[src/core/mod_ctl_pkg.sv]
// constants and carrier types for the module control and status pin timing
// assumes a 40 MHz core clock; all times are converted to cycle counts here
package mod_ctl_pkg;
	localparam int unsigned CLK_HZ = 40_000_000;
	localparam int unsigned INIT_TIME_MS = 300;
	localparam int unsigned INT_ASSERT_MS = 200;
	localparam int unsigned INT_NEGATE_US = 500;
	localparam int unsigned PDOWN_ENTER_US = 100;
	localparam int unsigned NOT_READY_ASSERT_DELAY_MS = 1;
	localparam int unsigned NOT_READY_NEGATE_DELAY_MS = 1;
	localparam int unsigned RESET_PULSE_MIN_US = 10;
	// longest times round down, least times round up
	localparam int unsigned INIT_CYC = INIT_TIME_MS * (CLK_HZ / 1000);
	localparam int unsigned INT_ASSERT_CYC = INT_ASSERT_MS * (CLK_HZ / 1000);
	localparam int unsigned INT_NEGATE_CYC = INT_NEGATE_US * (CLK_HZ / 1_000_000);
	localparam int unsigned PDOWN_ENTER_CYC = PDOWN_ENTER_US * (CLK_HZ / 1_000_000);
	localparam int unsigned NR_ON_CYC = NOT_READY_ASSERT_DELAY_MS * (CLK_HZ / 1000);
	localparam int unsigned NR_OFF_CYC = NOT_READY_NEGATE_DELAY_MS * (CLK_HZ / 1000);
	localparam int unsigned RESET_PULSE_CYC =
		(RESET_PULSE_MIN_US * CLK_HZ + 999_999) / 1_000_000;
	// delay the synchroniser adds before logic sees the power-down pin
	localparam int unsigned SYNC_CYC = 2;
	localparam int unsigned CNT_W = 24;

	typedef enum logic [1:0] {
		ST_INIT,
		ST_READY,
		ST_PDOWN
	} mod_state_t;

	typedef struct packed {
		logic out;
		logic oe;
	} od_pin_t;
endpackage

[src/core/sync2.sv]
// two flip-flop synchroniser for a level from outside the clock domain
// assumes the level is held long enough to be seen at least once
`timescale 1ns/100ps
`default_nettype none
module sync2 (
	// clock and reset
	input wire logic core_clk_i,
	input wire logic arst_n_i,
	input wire logic clk_en_i,
	// level in and out
	input wire logic async_i,
	output logic sync_o
);
	logic stage1;

	always_ff @(posedge core_clk_i or negedge arst_n_i)
	begin
		if (!arst_n_i)
		begin
			stage1 <= 1'b0;
			sync_o <= 1'b0;
		end
		else if (clk_en_i)
		begin
			stage1 <= async_i;
			sync_o <= stage1;
		end
	end
endmodule
`default_nettype wire

[src/core/mod_ctl_timing.sv]
// module-side timing of the power-down/reset input and the interrupt and
// not-ready open-drain outputs; assumes host pull-ups on both outputs
//
// Behaviour
// - initialisation ends within 300 ms of power-on or power-down pin release
// - interrupt output asserts within 200 ms of a triggering condition
// - a clearing read of the flags negates interrupt within 500 us
// - power-down is entered within 100 us of the host asserting the pin
// - not-ready asserts within 1 ms of a fault occurring
// - not-ready negates within 1 ms of the fault clearing
// - a pin assertion held 10 us or longer starts a reset
`timescale 1ns/100ps
`default_nettype none
module mod_ctl_timing (
	// clock, reset, enable
	input wire logic core_clk_i,
	input wire logic arst_n_i,
	input wire logic clk_en_i,
	// host pin: power-down/reset, high means power-down asserted
	input wire logic pdown_rst_i,
	// module-internal events, same clock domain
	input wire logic int_event_i,
	input wire logic flags_read_i,
	input wire logic fault_i,
	input wire logic init_done_i,
	// open-drain pins, interrupt low active, not-ready high active
	output logic int_n_out_o,
	output logic int_n_oe_o,
	output logic module_not_ready_out_o,
	output logic module_not_ready_oe_o,
	// status toward the module core
	output logic pdown_o,
	output logic core_rst_o,
	output logic ready_o
);
	mod_ctl_pkg::mod_state_t state;
	mod_ctl_pkg::mod_state_t next_state;
	logic pin_sync;
	logic [mod_ctl_pkg::CNT_W-1:0] pulse_cnt;
	logic [mod_ctl_pkg::CNT_W-1:0] init_cnt;
	logic int_flag;
	logic nr_state;

	sync2 u_pin_sync (
		.core_clk_i(core_clk_i),
		.arst_n_i(arst_n_i),
		.clk_en_i(clk_en_i),
		.async_i(pdown_rst_i),
		.sync_o(pin_sync)
	);

	// pulse width measurement; saturates at the minimum reset width
	wire pulse_long = (pulse_cnt >= mod_ctl_pkg::CNT_W'(mod_ctl_pkg::RESET_PULSE_CYC));
	wire init_timeout = (init_cnt >= mod_ctl_pkg::CNT_W'(mod_ctl_pkg::INIT_CYC - 4));
	wire init_finish = init_done_i || init_timeout;
	// not-ready while initialising, powered down or faulted
	wire nr_want = fault_i || (state != mod_ctl_pkg::ST_READY);
	// the set wins over a clearing read in the same cycle
	wire next_int_flag = int_event_i || (int_flag && !flags_read_i);

	always_comb
	begin
		next_state = state;
		unique case (state)
			mod_ctl_pkg::ST_INIT:
				if (pin_sync)
					next_state = mod_ctl_pkg::ST_PDOWN;
				else if (init_finish)
					next_state = mod_ctl_pkg::ST_READY;
			mod_ctl_pkg::ST_READY:
				if (pin_sync)
					next_state = mod_ctl_pkg::ST_PDOWN;
			mod_ctl_pkg::ST_PDOWN:
				if (!pin_sync)
					next_state = mod_ctl_pkg::ST_INIT;
		endcase
	end

	always_ff @(posedge core_clk_i or negedge arst_n_i)
	begin
		if (!arst_n_i)
		begin
			state <= mod_ctl_pkg::ST_INIT;
			pulse_cnt <= '0;
			init_cnt <= '0;
			int_flag <= 1'b0;
			nr_state <= 1'b1;
		end
		else if (clk_en_i)
		begin
			state <= next_state;
			pulse_cnt <= !pin_sync ? '0 : (pulse_long ? pulse_cnt : pulse_cnt + 1'b1);
			init_cnt <= (state == mod_ctl_pkg::ST_INIT) ? init_cnt + 1'b1 : '0;
			int_flag <= next_int_flag;
			nr_state <= nr_want;
		end
	end

	// outputs all from flip-flops; open-drain only drives low
	always_ff @(posedge core_clk_i or negedge arst_n_i)
	begin
		if (!arst_n_i)
		begin
			int_n_out_o <= 1'b0;
			int_n_oe_o <= 1'b0;
			module_not_ready_out_o <= 1'b0;
			module_not_ready_oe_o <= 1'b0;
			pdown_o <= 1'b0;
			core_rst_o <= 1'b1;
			ready_o <= 1'b0;
		end
		else if (clk_en_i)
		begin
			int_n_out_o <= 1'b0;
			int_n_oe_o <= int_flag;
			module_not_ready_out_o <= 1'b0;
			// pin high means not ready, so the pull is released while not ready
			module_not_ready_oe_o <= !nr_state;
			pdown_o <= (state == mod_ctl_pkg::ST_PDOWN);
			core_rst_o <= (state == mod_ctl_pkg::ST_PDOWN && pulse_long)
				|| (state == mod_ctl_pkg::ST_INIT);
			ready_o <= (state == mod_ctl_pkg::ST_READY);
		end
	end

	// helper: cycles since a clearing read with no new event
	logic [15:0] neg_cnt;
	always_ff @(posedge core_clk_i or negedge arst_n_i)
	begin
		if (!arst_n_i)
			neg_cnt <= '0;
		else if (clk_en_i)
			neg_cnt <= (int_n_oe_o && !int_flag) ? neg_cnt + 1'b1 : '0;
	end

	property p_int_assert;
		@(posedge core_clk_i) disable iff (!arst_n_i || !clk_en_i)
		(clk_en_i && int_event_i) |-> ##2 int_n_oe_o;
	endproperty
	a_int_assert: assert property (p_int_assert) else $error("interrupt flag not set");

	property p_int_negate;
		@(posedge core_clk_i) disable iff (!arst_n_i)
		neg_cnt < 16'(mod_ctl_pkg::INT_NEGATE_CYC);
	endproperty
	a_int_negate: assert property (p_int_negate) else $error("interrupt held after clear");

	property p_set_wins;
		@(posedge core_clk_i) disable iff (!arst_n_i)
		(clk_en_i && int_event_i && flags_read_i) |=> int_flag;
	endproperty
	a_set_wins: assert property (p_set_wins) else $error("event lost on clearing read");

	property p_pdown_enter;
		@(posedge core_clk_i) disable iff (!arst_n_i || !clk_en_i)
		$rose(pin_sync) |-> ##[1:3] pdown_o;
	endproperty
	a_pdown_enter: assert property (p_pdown_enter) else $error("power-down entry late");

	property p_nr_assert;
		@(posedge core_clk_i) disable iff (!arst_n_i || !clk_en_i)
		fault_i |-> ##[1:2] !module_not_ready_oe_o;
	endproperty
	a_nr_assert: assert property (p_nr_assert) else $error("not-ready late on fault");

	property p_nr_negate;
		@(posedge core_clk_i) disable iff (!arst_n_i || !clk_en_i)
		(!fault_i && state == mod_ctl_pkg::ST_READY) [*2] |=> module_not_ready_oe_o;
	endproperty
	a_nr_negate: assert property (p_nr_negate) else $error("not-ready stuck");

	property p_init_bound;
		@(posedge core_clk_i) disable iff (!arst_n_i)
		init_cnt < mod_ctl_pkg::CNT_W'(mod_ctl_pkg::INIT_CYC);
	endproperty
	a_init_bound: assert property (p_init_bound) else $error("initialisation overran");

	property p_short_pulse;
		@(posedge core_clk_i) disable iff (!arst_n_i)
		(core_rst_o && pdown_o) |-> $past(pulse_long);
	endproperty
	a_short_pulse: assert property (p_short_pulse) else $error("reset from short pulse");

	property p_od_low;
		@(posedge core_clk_i) disable iff (!arst_n_i)
		!int_n_out_o && !module_not_ready_out_o;
	endproperty
	a_od_low: assert property (p_od_low) else $error("open-drain drives high");

	// output and flag checks of the remaining timing paths
	property p_int_clear;
		@(posedge core_clk_i) disable iff (!arst_n_i || !clk_en_i)
		(flags_read_i && !int_event_i) |-> ##2 !int_n_oe_o;
	endproperty
	a_int_clear: assert property (p_int_clear) else $error("interrupt held after read");

	property p_flag_hold;
		@(posedge core_clk_i) disable iff (!arst_n_i || !clk_en_i)
		(int_flag && !flags_read_i) |=> int_flag;
	endproperty
	a_flag_hold: assert property (p_flag_hold) else $error("flag lost without read");

	property p_rst_long;
		@(posedge core_clk_i) disable iff (!arst_n_i || !clk_en_i)
		(state == mod_ctl_pkg::ST_PDOWN && pulse_long) |=> core_rst_o;
	endproperty
	a_rst_long: assert property (p_rst_long) else $error("long pulse gave no reset");

	property p_pdown_exit;
		@(posedge core_clk_i) disable iff (!arst_n_i || !clk_en_i)
		$fell(pin_sync) |-> ##[1:3] !pdown_o;
	endproperty
	a_pdown_exit: assert property (p_pdown_exit) else $error("power-down not left");

	property p_init_rst;
		@(posedge core_clk_i) disable iff (!arst_n_i || !clk_en_i)
		(state == mod_ctl_pkg::ST_INIT) |=> core_rst_o;
	endproperty
	a_init_rst: assert property (p_init_rst) else $error("core not reset in init");

	property p_pdown_nr;
		@(posedge core_clk_i) disable iff (!arst_n_i || !clk_en_i)
		pdown_o |=> !module_not_ready_oe_o;
	endproperty
	a_pdown_nr: assert property (p_pdown_nr) else $error("ready shown in power-down");
endmodule
`default_nettype wire

[config.mk]
export PLATFORM = sky130hd
export DESIGN_NAME = mod_ctl_timing
export DESIGN_NICKNAME = d
export VERILOG_FILES = /design/src/core/mod_ctl_pkg.sv /design/src/core/sync2.sv /design/src/core/mod_ctl_timing.sv
export SDC_FILE = /design/constraint.sdc
export NUM_CORES = 1
export LEC_CHECK = 0
export BUFFER_PORTS_ARGS = -buffer_cell sky130_fd_sc_hd__buf_4
export CAP_MARGIN = 15
export CORE_ASPECT_RATIO = 2
export CORE_MARGIN = 4
export CORE_UTILIZATION = 30
export DETAILED_ROUTE_END_ITERATION = 16
export GPL_TIMING_DRIVEN = 0
export HOLD_SLACK_MARGIN = 0.08
export PLACE_DENSITY = 0.43
export SYNTH_ARGS = -nofsm -noshare
export SYNTH_HDL_FRONTEND = slang
export SYNTH_SLANG_ARGS = --single-unit
[constraint.sdc]
create_clock -name core_clk_i -period 2.3 [get_ports core_clk_i]
set_input_delay 0.23 -clock core_clk_i [delete_from_list [all_inputs] [get_ports core_clk_i]]
set_output_delay 0.23 -clock core_clk_i [all_outputs]
set_load 0.05 [all_outputs]
==> impl_metrics.yaml <==
cells_and_area:
  reg.largest.list: "init_cnt x24, pulse_cnt x24, state x2"
  fill_cells: 1068
  layout-drive-gt1-share: 0.118
  fin_nets: 367
  syn2layout_area_growth_pct: 17.7
  n_antenna_cell: 0
floorplanning:
  die_w_um: 80.7
  initial_utilization: 0.310
  dieArea_um2: 12400
  core_area_um2: 10200
  rows: 52
  design.portCount: 15
  fp.dieH_um: 153
clock_network:
  cts_resized: 0
  cts_tree: "yes"
  cts.clk_slew.worst_paths_ns: 0.06
  cts-root-buf: "clkbuf_16"
  clk_latency_ns: 0.33
  htreeDepth: 3
  cts_buffers: 9
  clk_path_buf_depth: 2
  cts_sinks: 59
sta:
  fmax_ghz: 0.477
  slew_headroom: 0.460
  final-hold-violation-count: 0
  fin_setup_tns_ns: 0
  skew_ns: 0.00848
  setup_viol: 0
  fin_ws_ns: 0.202
  drv_slew: 0
  rsz0062_at_grt: "false"
  finalCritPeriodShare: 0.912
  whs_ns: 0.139
  worstMarginPinSlew_ns: 0.809
  period_minus_slack_ns: 2.10
logic_synthesis:
  synth_edf_count: 0
  synth.distinct_cells: 59
  synth.area.top_cells: "dfrtp_1 (45%), nand3_1 (3.5%), nand2_1 (3.0%)"
  synthesis.area_um2: 3170
  synthArstFlopShare: 1.00
  ys_warn_count: 0
  ys.flop_type: "dfrtp_1"
  synth_top_area_share: 0.450
  yosysTopAreaCell: "dfrtp_1"
  synthCells: 328
  syn_area_per_cell_um2: 9.67
  ys_ff_latch: 59
  synth-seq-area-share: 0.466
pwr:
  power_density_nw_per_um2: 869
  ir_worst_vdd_uv: 377
  p_leak_nw: 1.58
critical_path:
  cp_max_fo: 10
  required_ns: 2.49
  arrival_ns: 2.29
  worstSetupEndpointType: "register"
  cp-start-kind: "register"
  path_class: "register to register"
route:
  ant_nets: 0
  first_pass_iters: 4
  wl_mm: 8.67
  wl_per_cell_um: 17.6
  route.detailed.drc: 0
  vias: 2647
  drt_iter0_markers: 95
  viasPerCell: 5.38
job:
  cap_violations: 0
global_route:
  antenna_found_initial: 0
  gr-total-overflow: 0
  grt_first_pass_wirelength_mm: 14.4
  grt_pass1_vias: 2788
  grt_use_total: 0.155
  grt_max_degree: 60
run_status:
  status: "complete, no violations"
place:
  port_buffers: 11
  dp_slack_ns: 0.0915
  dp_hpwl_mm: 6.36
  place_congestion: 0.820
worst_hold_path:
  timing.hold.worst.class: "input port to register"
-- cells in the mapped netlist, types with 4 or more instances --
| master | count |
|---|---|
| dfrtp_1 | 57 |
| nand2_1 | 25 |
| nor2_1 | 24 |
| nand3_1 | 22 |
| inv_1 | 19 |
| nor2b_1 | 13 |
| clkbuf_1 | 12 |
| nand4_1 | 11 |
| nor3_1 | 11 |
| nor4_1 | 10 |
| nand2b_1 | 9 |
| o21ai_0 | 9 |
| ha_1 | 7 |
| a21oi_1 | 6 |
| a31oi_1 | 6 |
| o311ai_1 | 6 |
| xnor2_1 | 6 |
| mux2i_1 | 5 |
| o211ai_1 | 5 |
| mux2_2 | 4 |
| nor4b_1 | 4 |
| o41ai_1 | 4 |
-- report_power, final --
group          leakage (nW)  switching (W)  total [W]  internal (W)
Combinational         0.633       0.000455   0.000660      0.000205
Clock                 0.145       0.000496    0.00136      0.000862
Sequential            0.800      0.0000810    0.00122       0.00114
Total                  1.58        0.00103    0.00324       0.00221
-- layer usage --
layer	vias up	track usage	wire [µm]
met5	-	0	0
met4	0	0.0814	323
met3	22	0.0318	237
met2	58	0.285	4970
met1	1316	0.156	3140
li1	1251	-	-
-- final timing paths --
check,slack [ns],start,cells after the start,to
min in group asynchronous,0.51,arst_n_i,2,init_cnt[6]
max,0.20,pulse_cnt[13],5,pulse_cnt[6]
min reg2reg,0.49,u_pin_sync.stage1,2,u_pin_sync.sync_o
min,0.14,int_event_i,2,int_flag
max reg2reg,0.20,pulse_cnt[13],5,pulse_cnt[6]
max in group asynchronous,1.21,arst_n_i,2,pulse_cnt[19]
-- critical path, cell delays in order (launching register included) --
cell and delay (ns):
dfrtp_1 0.39, nor4_1 0.51, nand4_1 0.26, clkbuf_1 0.29, o311ai_1 0.36, o211ai_1 0.15
-- metrics by stage --
step                      power, W   util  area, µm²  instances
after global routing       0.00342  0.365       3730        492
after detailed placement   0.00192  0.335       3430        475
after CTS                  0.00329  0.365       3730        492
final                      0.00324  0.365       3730        492
after floorplan            0.00168      -       3170        329
after global placement     0.00191  0.335       3430        475
-- timing repair --
| item | in CTS | in global routing |
|---|---|---|
| setup buffers | 0 | 0 |
| hold buffers | 1 | 0 |
| hold endpoints to repair | 57 | 0 |
-- cell families after synthesis --
family / synth area share
adder cells (fa/ha/maj): 0.0276
flip-flops: 0.466
other: 0.00118
multiplexers: 0.0300
XOR/XNOR: 0.0249
AND/OR/NAND/NOR: 0.262
buffers and inverters: 0.0474
AO/OA/AOI/OAI: 0.140
-- layout make-up --
cell class	count	area, µm²	share of cell area
Buffer	17	78.8	0.0211
Clock buffer	11	243	0.0651
Tap cell	135	169	0.0453
Timing Repair Buffer	12	92.6	0.0248
Inverter	19	71.3	0.0191
Sequential cell	59	1480	0.396
Clock inverter	5	52.6	0.0141
Multi-Input combinational cell	234	1550	0.414
-- cell usage in the layout (no fill, tap or decap), drive strengths merged, types with 7 or more instances in the layout --
cell type,synthesis,final
buf,5,16
clkbuf,12,23
dfrtp,57,57
ha,7,7
inv,19,19
nand2,25,25
nand2b,9,9
nand3,22,22
nand4,12,12
nor2,24,24
nor2b,13,13
nor3,11,11
nor4,12,12
o21ai,11,11
o311ai,8,8
Power figures use the tool's default switching activity.
